`src/tbdg_cfg.svh`:
```
/*
  Constants for the line diagnostic status registers: register offsets,
  field positions, reset values, reporting limits and the skew refresh timing.
  Assumes it is included by bare name from the package and the design files.
*/
`ifndef TBDG_CFG_SVH
`define TBDG_CFG_SVH

// register offsets inside management device 1
`define TBDG_REG_RX_POWER_C     16'h008f
`define TBDG_REG_RX_POWER_D     16'h0090
`define TBDG_REG_SKEW_PART0     16'h0091
`define TBDG_REG_SKEW_PART1     16'h0092

// register and field widths
`define TBDG_REG_W              16
`define TBDG_SKEW_W             7
`define TBDG_PWR_IN_W           16
`define TBDG_SKEW_IN_W          10

// skew field positions
`define TBDG_SKEW_HI_LSB        8
`define TBDG_SKEW_LO_LSB        0

// reset values
`define TBDG_PWR_RESET          16'h8000
`define TBDG_SKEW_RESET         7'h00

// receive power limits, in tenths of a dBm
`define TBDG_PWR_MIN_X10        (-16'sd200)
`define TBDG_PWR_MAX_X10        (16'sd55)

// skew field limits, in 1.25 ns steps (-80 ns and +78.75 ns)
`define TBDG_SKEW_MIN_CODE      7'h40
`define TBDG_SKEW_MAX_CODE      7'h3f

// skew refresh timing
`define TBDG_CLK_HZ             40000000
`define TBDG_SKEW_REFRESH_S     1
`define TBDG_SKEW_REFRESH_CYC   (`TBDG_SKEW_REFRESH_S * `TBDG_CLK_HZ)

`endif

```
`src/tbdg_pkg.sv`:
```
/*
  Types for the line diagnostic status registers.
  Assumes tbdg_cfg.svh is on the include path.
*/
`include "tbdg_cfg.svh"

package tbdg_pkg;

	// receive power samples from training, tenths of a dBm, signed
	typedef struct packed {
		logic                                valid;
		logic signed [`TBDG_PWR_IN_W-1:0]    pair_c;
		logic signed [`TBDG_PWR_IN_W-1:0]    pair_d;
	} tbdg_pwr_meas_t;

	// current skew of pairs b, c, d against pair a, 1.25 ns steps, signed
	typedef struct packed {
		logic                                active;
		logic                                update;
		logic signed [`TBDG_SKEW_IN_W-1:0]   pair_b;
		logic signed [`TBDG_SKEW_IN_W-1:0]   pair_c;
		logic signed [`TBDG_SKEW_IN_W-1:0]   pair_d;
	} tbdg_skew_meas_t;

	typedef logic [`TBDG_SKEW_W-1:0] tbdg_skew_code_t;

endpackage : tbdg_pkg

```
`src/tbdg_line_diag_regs.sv`:
```
/*
  Read-only line diagnostic status registers: receive power of pairs c and d
  and the skew of pairs b, c and d against pair a.
  Assumes a management frame decoder in front that presents a register
  address with one-cycle read and write strobes, and training logic that
  delivers power samples and a running skew measurement on clk_sys.
*/
// What this block does
// - one read-only 16-bit receive power register each for pairs c and d
// - power in 0.1 dB steps, offset two's complement, 0x8000 is 0 dB, also reset
// - reported receive power spans -20 dBm up to 5.5 dBm
// - skew b in part0 14:8; skew d in part1 14:8, c in 6:0
// - skew fields are 7-bit two's complement, 1.25 ns step, positive means delayed
// - skew beyond -80..+78.75 ns saturates at the extreme code, never wraps
// - each skew field refreshes at least once per second while measuring
`timescale 1ns/1ps
`include "tbdg_cfg.svh"

module tbdg_line_diag_regs #(
	parameter int unsigned REFRESH_CYCLES = `TBDG_SKEW_REFRESH_CYC
) (
	input  wire logic                         clk_sys,
	input  wire logic                         srst,
	input  wire tbdg_pkg::tbdg_pwr_meas_t     pwr_meas,
	input  wire tbdg_pkg::tbdg_skew_meas_t    skew_meas,
	input  wire logic [`TBDG_REG_W-1:0]       reg_addr,
	input  wire logic                         reg_rd,
	input  wire logic                         reg_wr,
	output logic [`TBDG_REG_W-1:0]            reg_rdata,
	output logic                              reg_rvalid,
	output logic                              reg_hit,
	output logic                              reg_wr_ignored
);
	import tbdg_pkg::*;

	// a one second period at the core rate needs a wide counter, so size it from the period
	localparam int unsigned CNT_W  = (REFRESH_CYCLES > 1) ? $clog2(REFRESH_CYCLES) : 1;
	localparam int unsigned NPAIRS = 3;

	localparam logic [CNT_W-1:0] CNT_LAST = CNT_W'(REFRESH_CYCLES - 1);

	// clamp a power sample into the reportable span and encode it
	function automatic logic [`TBDG_REG_W-1:0] pwr_encode(
		input logic signed [`TBDG_PWR_IN_W-1:0] sample
	);
		logic signed [`TBDG_PWR_IN_W-1:0] clamped;
		clamped = sample;
		// clamping keeps a wild sample from wrapping into a plausible-looking code
		if (sample < `TBDG_PWR_MIN_X10) begin
			clamped = `TBDG_PWR_MIN_X10;
		end else if (sample > `TBDG_PWR_MAX_X10) begin
			clamped = `TBDG_PWR_MAX_X10;
		end
		// adding 0x8000 to a 16-bit two's complement value is an msb flip
		pwr_encode = {~clamped[15], clamped[14:0]};
	endfunction : pwr_encode

	// receive power registers
	logic [`TBDG_REG_W-1:0] pwr_c_q;
	logic [`TBDG_REG_W-1:0] pwr_c_d;
	logic [`TBDG_REG_W-1:0] pwr_d_q;
	logic [`TBDG_REG_W-1:0] pwr_d_d;

	// only training samples and reset move these; management writes never do
	always_comb begin
		pwr_c_d = pwr_c_q;
		pwr_d_d = pwr_d_q;
		if (pwr_meas.valid) begin
			pwr_c_d = pwr_encode(pwr_meas.pair_c);
			pwr_d_d = pwr_encode(pwr_meas.pair_d);
		end
	end

	// power registers; reset loads the 0 dB code
	always_ff @(posedge clk_sys) begin
		if (srst) begin
			pwr_c_q <= `TBDG_PWR_RESET;
			pwr_d_q <= `TBDG_PWR_RESET;
		end else begin
			pwr_c_q <= pwr_c_d;
			pwr_d_q <= pwr_d_d;
		end
	end

	// skew refresh timer
	logic [CNT_W-1:0] refresh_cnt_q;
	logic [CNT_W-1:0] refresh_cnt_d;
	logic             refresh_tick;
	logic             skew_capture;

	// a forced capture at the period end bounds the age of every skew field
	assign refresh_tick = skew_meas.active && (refresh_cnt_q == CNT_LAST);
	assign skew_capture = skew_meas.active && (skew_meas.update || refresh_tick);

	// counter idles at zero while measuring is off, so the first forced capture
	// comes one full period after the measurement starts
	always_comb begin
		refresh_cnt_d = refresh_cnt_q + CNT_W'(1);
		if (!skew_meas.active || skew_capture) begin
			refresh_cnt_d = '0;
		end
	end

	// refresh counter register
	always_ff @(posedge clk_sys) begin
		if (srst) begin
			refresh_cnt_q <= '0;
		end else begin
			refresh_cnt_q <= refresh_cnt_d;
		end
	end

	// skew fields, one saturating converter and one register per pair
	logic signed [`TBDG_SKEW_IN_W-1:0] skew_raw [NPAIRS];
	tbdg_skew_code_t                   skew_sat [NPAIRS];
	tbdg_skew_code_t                   skew_q   [NPAIRS];
	tbdg_skew_code_t                   skew_d   [NPAIRS];

	// array index 0 is pair b, 1 is pair c, 2 is pair d
	assign skew_raw[0] = skew_meas.pair_b;
	assign skew_raw[1] = skew_meas.pair_c;
	assign skew_raw[2] = skew_meas.pair_d;

	for (genvar p = 0; p < NPAIRS; p++) begin : g_pair
		tbdg_skew_sat #(
			.IN_W      (`TBDG_SKEW_IN_W)
		) u_sat (
			.skew_in   (skew_raw[p]),
			.skew_code (skew_sat[p])
		);

		// all three fields move together so a read sees one measurement
		always_comb begin
			skew_d[p] = skew_q[p];
			if (skew_capture) begin
				skew_d[p] = skew_sat[p];
			end
		end

		// skew field register for this pair
		always_ff @(posedge clk_sys) begin
			if (srst) begin
				skew_q[p] <= `TBDG_SKEW_RESET;
			end else begin
				skew_q[p] <= skew_d[p];
			end
		end
	end

	// register read mux; reserved bits return zero, software ignores them
	logic [`TBDG_REG_W-1:0] rd_mux;
	logic                   rd_hit;

	always_comb begin
		rd_mux = '0;
		rd_hit = 1'b1;
		unique case (reg_addr)
			`TBDG_REG_RX_POWER_C: begin
				rd_mux = pwr_c_q;
			end
			`TBDG_REG_RX_POWER_D: begin
				rd_mux = pwr_d_q;
			end
			`TBDG_REG_SKEW_PART0: begin
				rd_mux[`TBDG_SKEW_HI_LSB +: `TBDG_SKEW_W] = skew_q[0];
			end
			`TBDG_REG_SKEW_PART1: begin
				rd_mux[`TBDG_SKEW_HI_LSB +: `TBDG_SKEW_W] = skew_q[2];
				rd_mux[`TBDG_SKEW_LO_LSB +: `TBDG_SKEW_W] = skew_q[1];
			end
			default: begin
				rd_hit = 1'b0;
			end
		endcase
	end

	// read answer and write refusal, registered one cycle after the strobe
	logic [`TBDG_REG_W-1:0] rdata_q;
	logic [`TBDG_REG_W-1:0] rdata_d;
	logic                   rvalid_q;
	logic                   rvalid_d;
	logic                   hit_q;
	logic                   hit_d;
	logic                   wr_ign_q;
	logic                   wr_ign_d;

	// data holds between reads so a slow frame decoder may sample late
	always_comb begin
		rdata_d  = rdata_q;
		hit_d    = hit_q;
		rvalid_d = reg_rd;
		wr_ign_d = reg_wr && rd_hit;
		if (reg_rd) begin
			rdata_d = rd_mux;
			hit_d   = rd_hit;
		end
	end

	// answer registers
	always_ff @(posedge clk_sys) begin
		if (srst) begin
			rdata_q  <= '0;
			rvalid_q <= 1'b0;
			hit_q    <= 1'b0;
			wr_ign_q <= 1'b0;
		end else begin
			rdata_q  <= rdata_d;
			rvalid_q <= rvalid_d;
			hit_q    <= hit_d;
			wr_ign_q <= wr_ign_d;
		end
	end

	// every output comes straight from a flip-flop
	assign reg_rdata      = rdata_q;
	assign reg_rvalid     = rvalid_q;
	assign reg_hit        = hit_q;
	assign reg_wr_ignored = wr_ign_q;

endmodule : tbdg_line_diag_regs

```
`src/tbdg_skew_sat.sv`:
```
/*
  Saturating converter from a wide signed skew measurement to the 7-bit
  two's complement skew field.
  Assumes the input is already in 1.25 ns steps; purely combinational.
*/
`timescale 1ns/1ps
`include "tbdg_cfg.svh"

module tbdg_skew_sat #(
	parameter int unsigned IN_W = `TBDG_SKEW_IN_W
) (
	input  wire logic signed [IN_W-1:0]  skew_in,
	output tbdg_pkg::tbdg_skew_code_t    skew_code
);
	import tbdg_pkg::*;

	localparam logic signed [IN_W-1:0] MAX_IN = IN_W'(63);
	localparam logic signed [IN_W-1:0] MIN_IN = -IN_W'(64);

	// clamp instead of wrapping when the skew leaves -80..+78.75 ns
	always_comb begin
		if (skew_in > MAX_IN) begin
			skew_code = `TBDG_SKEW_MAX_CODE;
		end else if (skew_in < MIN_IN) begin
			skew_code = `TBDG_SKEW_MIN_CODE;
		end else begin
			skew_code = skew_in[`TBDG_SKEW_W-1:0];
		end
	end

endmodule : tbdg_skew_sat

```
`config.mk`:
```
export PLATFORM = sky130hd
export DESIGN_NAME = tbdg_line_diag_regs
export DESIGN_NICKNAME = d
export VERILOG_FILES = /design/src/tbdg_pkg.sv /design/src/tbdg_line_diag_regs.sv /design/src/tbdg_skew_sat.sv
export VERILOG_INCLUDE_DIRS = /design/src
export SDC_FILE = /design/constraint.sdc
export NUM_CORES = 1
export LEC_CHECK = 0
export BUFFER_PORTS_ARGS = -buffer_cell sky130_fd_sc_hd__buf_4
export CAP_MARGIN = 20
export CORE_MARGIN = 4
export CORE_UTILIZATION = 37
export CTS_CLUSTER_SIZE = 16
export DETAILED_ROUTE_END_ITERATION = 8
export PLACE_DENSITY = 0.67
export SLEW_MARGIN = 20
export SYNTH_ARGS = -nofsm -noshare
export SYNTH_HDL_FRONTEND = slang
export SYNTH_HIERARCHICAL = 1
export SYNTH_SLANG_ARGS = --single-unit
```
`constraint.sdc`:
```
create_clock -name clk_sys -period 2.4 [get_ports clk_sys]
set_input_delay 0 -clock clk_sys [delete_from_list [all_inputs] [get_ports clk_sys]]
set_output_delay 0 -clock clk_sys [all_outputs]
set_load 0.01 [all_outputs]
```
Word level (Yosys, flattened, before mapping):

Memory sizes are Yosys's and may differ from the RTL's.
Cells that the tools add are included.

* bits in writable memories: 21
* output and inout bits: 19
* word-level logic and storage cells: 63
* memories: 1
* bits of input ports: 85
* register bits: 77

* mux-type cells: 26
* eq/ne operators: 5
* reduce and logical (&&, ||, !) cells: 8
* add/subtract/negate cells: 1
* bitwise logic cells: 5
* $lt $le $gt $ge: 10

Memories
* skew_q: depth 3, bits a word 7, rd ports 3, clocked after memory_dff 0, write ports 3, line tbdg_line_diag_regs.sv:116 `tbdg_skew_code_t skew_q [NPAIRS];`

Operator list (number)
* $mux 16: 6
* $mux 7: 12
* $eq 16x8->1 const B: 4
* $gt 16x7->1 const B: 2
* $lt 16x9->1 const B: 2
* $gt 10x7->1 const B: 3
* $lt 10x7->1 const B: 3
* $pmux 7 s4: 1
* $add 26x1->26 const B: 1
* $eq 26x26->1 const B: 1
* $pmux 7 s3: 1
* $mux 1: 4
* $pmux 1 s2: 2
* $reduce_or 4->1: 1
* $logic_and 1x1->1: 3
* $or 1x1->1: 3
* $logic_or 1x1->1: 2
* $not 1->1: 2
* $reduce_or 2->1: 1
* $logic_not 1->1: 1

Depth between registers and ports, before layout:

* depth after elaboration: 6
* gate-level depth with buffers: 7
* mapped depth without buffers: 6

Hierarchy:

Netlist, hierarchy kept.

Modules (own cells, without submodules)
* tbdg_line_diag_regs: area each 4215.3 µm², cells an instance 475, times used 1, sequential area each 1961.9 µm²
* tbdg_skew_sat: area each 135.1 µm², cells an instance 21, times used 3, sequential area each 0.0 µm²

Worst setup path after synthesis:

Ideal clock, no wire load.

* path kind: register to register
* start: register refresh_cnt_q[10]
* end: memory skew_q[0][0] in the netlist's numbering
* data required time: 2.272 ns
* slack: 0.596 ns
* clock period less this slack: 1.804 ns
* stages on the path, launching flop included: 7
* path buffers: 1
* arrival time: 1.676 ns
* cell sequence: dfxtp_1 > nor4bb_1 > nand4_1 > o41a_1 > buf_1 > mux2i_1 > nor2_1

RTL lines
* start, declared: line tbdg_line_diag_regs.sv:86 `logic [CNT_W-1:0] refresh_cnt_q;`
* start signal, assigned: line tbdg_line_diag_regs.sv:109 `refresh_cnt_q <= refresh_cnt_d;`
* end, declared: line tbdg_line_diag_regs.sv:116

==> impl_metrics.ini <==
[floorplanning]
start_util_pct = 38.2
core-area_um2 = 12100
die_h_um = 120
die_area_um2 = 14300
pin_count = 104
num_rows = 40
die_w_um = 120

[clocking]
clkLatencyLatePin_ns = 0.34
clk_path_buf_depth = 2
postCtsSetupRepairBufs = 0
cts_inserted_buffers = 9
root_buffer = clkbuf_16
cts_tree = done
htree_num_levels = 3
cts-resized-gates = 0
cts_hold_buffers = 21
clkSlewWorstSetupHoldPaths_ns = 0.07
clock-sinks = 98

[sta]
clock_skew_ns = 0.0102
rsz0062_at_grt = no
tightest_slew_ns = 0.848
setup_tns_ns = 0
fmax_mhz = 509
post-route-period-util_pct = 81.8
hold_ws_ns = 0.0311
final_hold_viol_count = 0
setup_viol = 0
maxSlewHeadroom_pct = 43.3
period_minus_slack_ns = 1.96
finalMaxSlewViolations = 0

[setup_path]
cp-start-kind = flip-flop
r2r-end = skew_q[2][4]
startpoint = refresh_cnt_q[18]
end_kind = flip-flop
endpoint = skew_q[2][4]
r2r_slack_ns = 0.44
reg2reg_from = refresh_cnt_q[18]
cp.arrival_ns = 2.17
reg2reg_depth = 6
cp.required_ns = 2.60
crit_type = flip-flop to flip-flop
path_max_fanout = 21

[route]
wirelength_mm = 12.1
drt_first_pass_iters = 5
vias = 4256
drc = 0
wl_per_cell_um = 14.7
drt_iter0_markers = 335
viasPerCell = 5.17
drtAntennaViolNets = 0

[logic_synthesis]
synth_mux_area_share_pct = 7.20
synthArstFlopShare_pct = 0
synth_area_um2 = 4620
yosys-top-cells-area = dfxtp_1 (42%), nor2_1 (6.3%), mux2i_1 (4.8%), xor2_1 (3.6%), nand2b_1 (3.5%)
synth_top_family_by_area = simple AND/OR/NAND/NOR gates
synthesis.nets = 624
synth_edf_count = 0
synth_top_area_share_pct = 42.5
synth_compound_area_share_pct = 14.8
ys_types = 50
synthFlopType = dfxtp_1
ys_seq_area_share_pct = 42.5
synth_top_cell_by_area = dfxtp_1
syn_avg_cell_area_um2 = 8.59
synth_xor_area_share_pct = 4.55
synth_seq_cells = 98
synth-adder-area-share_pct = 0.271
yosys_warnings = 6
synth-simple-area-share_pct = 27.5
synth_cells = 538

[placement]
place.port_buffers = 103
dp_cells = 787
gp_congestion = 0.866
dp_hpwl_mm = 9.10

[hold_path]
min_from = pwr_meas[3]
hold_path_class = input pin to flip-flop

[grt]
grt.overflow.total = 0
antenna_found_initial = 0
grt_pass1_vias = 4121
grt_pass1_wl_mm = 19.9
grtUsageTotal_pct = 17.0
grt_max_degree = 63

[cells_and_area]
fin_nets = 737
diodes = 0
post-route-util_pct = 49.8
areaGrowthSynthToFinish_pct = 30.7
instances_no_fill = 824
layout-drive-gt1-share_pct = 22.0

[power_and_ir_drop]
cellPowerDensity_nw_per_um2 = 584
clkPwrFrac_pct = 40.1
sw_frac_of_total_pct = 24.5
p_int_mw = 2.66
power_frac_comb_pct = 11.6
ir_worst_vdd_mv = 0.360
pwr-share-seq_pct = 48.3
p_switching_mw = 0.864
p_leak_nw = 2.34

[flow_run]
drv_cap = 0

[run_status]
status = complete, no violations
layer usage:
metal  share of wire [%]  track usage [%]
met1                  46             22.2
met2                  48             28.4
met3                 4.1             3.06
met4                 1.9             6.16
met5                   0                0
per-stage QoR:
step / setup WS (ns) / cell area (µm²) / total power, mW
after global routing: 0.257 / 6040 / 3.67
after global placement: 0.484 / 5530 / 2.11
after floorplan: 0.596 / 4620 / 1.93
final: 0.437 / 6040 / 3.53
after CTS: 0.430 / 6040 / 3.56
after detailed placement: 0.445 / 5530 / 2.12
worst min-delay path by stage:
stage                      end  slack (ns)  depth (start not counted)
floorplan           pwr_c_q[0]        0.15                          2
global placement    pwr_d_q[2]        0.24                          3
detailed placement  pwr_d_q[2]        0.26                          3
CTS                 pwr_d_q[3]        0.02                          3
global route        pwr_c_q[3]        0.06                          3
finish              pwr_d_q[3]        0.03                          3
power by group through the flow:
stage                     Clock, mW  Sequential, mW  Combinational (mW)
after floorplan                   0            1.73               0.201
after global placement            0            1.74               0.366
after detailed placement          0            1.74               0.378
after CTS                      1.45            1.70               0.407
after global routing           1.51            1.71               0.449
final                          1.42            1.70               0.407
layout by cell type, fill, tap and decap left out, types with 2 or more instances in the layout:
cell	Yosys	routed
a311oi_1	4	4
a211oi_1	4	4
clkbuf_16	0	9
nor4_1	23	23
and3_1	6	6
nand4_1	12	12
mux2i_1	22	22
clkbuf_8	0	2
nand3_1	20	20
o31a_1	2	2
a22oi_1	7	7
dfxtp_1	98	98
nor4b_1	3	3
nand2b_1	26	26
a21boi_2	3	3
o32ai_1	8	8
nor2_1	77	77
mux2_2	10	10
nor3_1	27	27
xnor2_1	5	5
clkinv_4	0	3
and4b_1	2	2
xor2_1	19	19
a222oi_1	7	7
inv_1	9	9
nand2_1	40	40
o31ai_1	2	2
or3_1	2	2
a21oi_1	18	18
dlygate4sd3_1	0	21
a21boi_0	18	18
buf_4	3	108
a31oi_1	2	2
o21ai_0	18	18
final cells by class:
type	count	area, µm²
inverter	9	33.8
tap	168	210
timing repair buffer	129	1020
clock inverter	5	46.3
clock buffer	11	253
fill	1162	6070
multi-input combinational	404	2510
sequential	98	1960
worst max-delay path: stages (launching register included):
cell     delay, ns
dfxtp_1       0.34
nor4_1        0.36
nand4_1       0.18
o41a_1        0.43
buf_4         0.26
mux2i_1       0.21
nor2_1        0.06
state kept, by name, summed over array words and instances (netlist names):
register        flops
pwr_d_q            16
pwr_c_q            16
reg_wr_ignored      1
reg_hit             1
skew_q             21
reg_rdata          16
reg_rvalid          1
refresh_cnt_q      26
logic make-up after synthesis:
| family | Yosys count |
|---|---|
| buffers and inverters | 36 |
| adders and majority gates | 1 |
| and+or+nand+nor | 250 |
| AOI/OAI and AO/OA | 97 |
| DFF | 98 |
| xor gates and xnor gates | 24 |
| muxes | 32 |
cell usage after synthesis, types with 2 or more instances:
library cell / number
dfxtp_1: 98
nor2_1: 77
nand2_1: 40
nor3_1: 27
nand2b_1: 26
nor4_1: 23
mux2i_1: 22
clkbuf_1: 21
nand3_1: 20
xor2_1: 19
a21boi_0: 18
a21oi_1: 18
o21ai_0: 18
nand4_1: 12
mux2_2: 10
inv_1: 9
o32ai_1: 8
a222oi_1: 7
a22oi_1: 7
and3_1: 6
xnor2_1: 5
a211oi_1: 4
a311oi_1: 4
a21boi_2: 3
buf_4: 3
nor4b_1: 3
a31oi_1: 2
and4b_1: 2
buf_1: 2
o31a_1: 2
o31ai_1: 2
or3_1: 2
(Power assumes the default switching activity.)
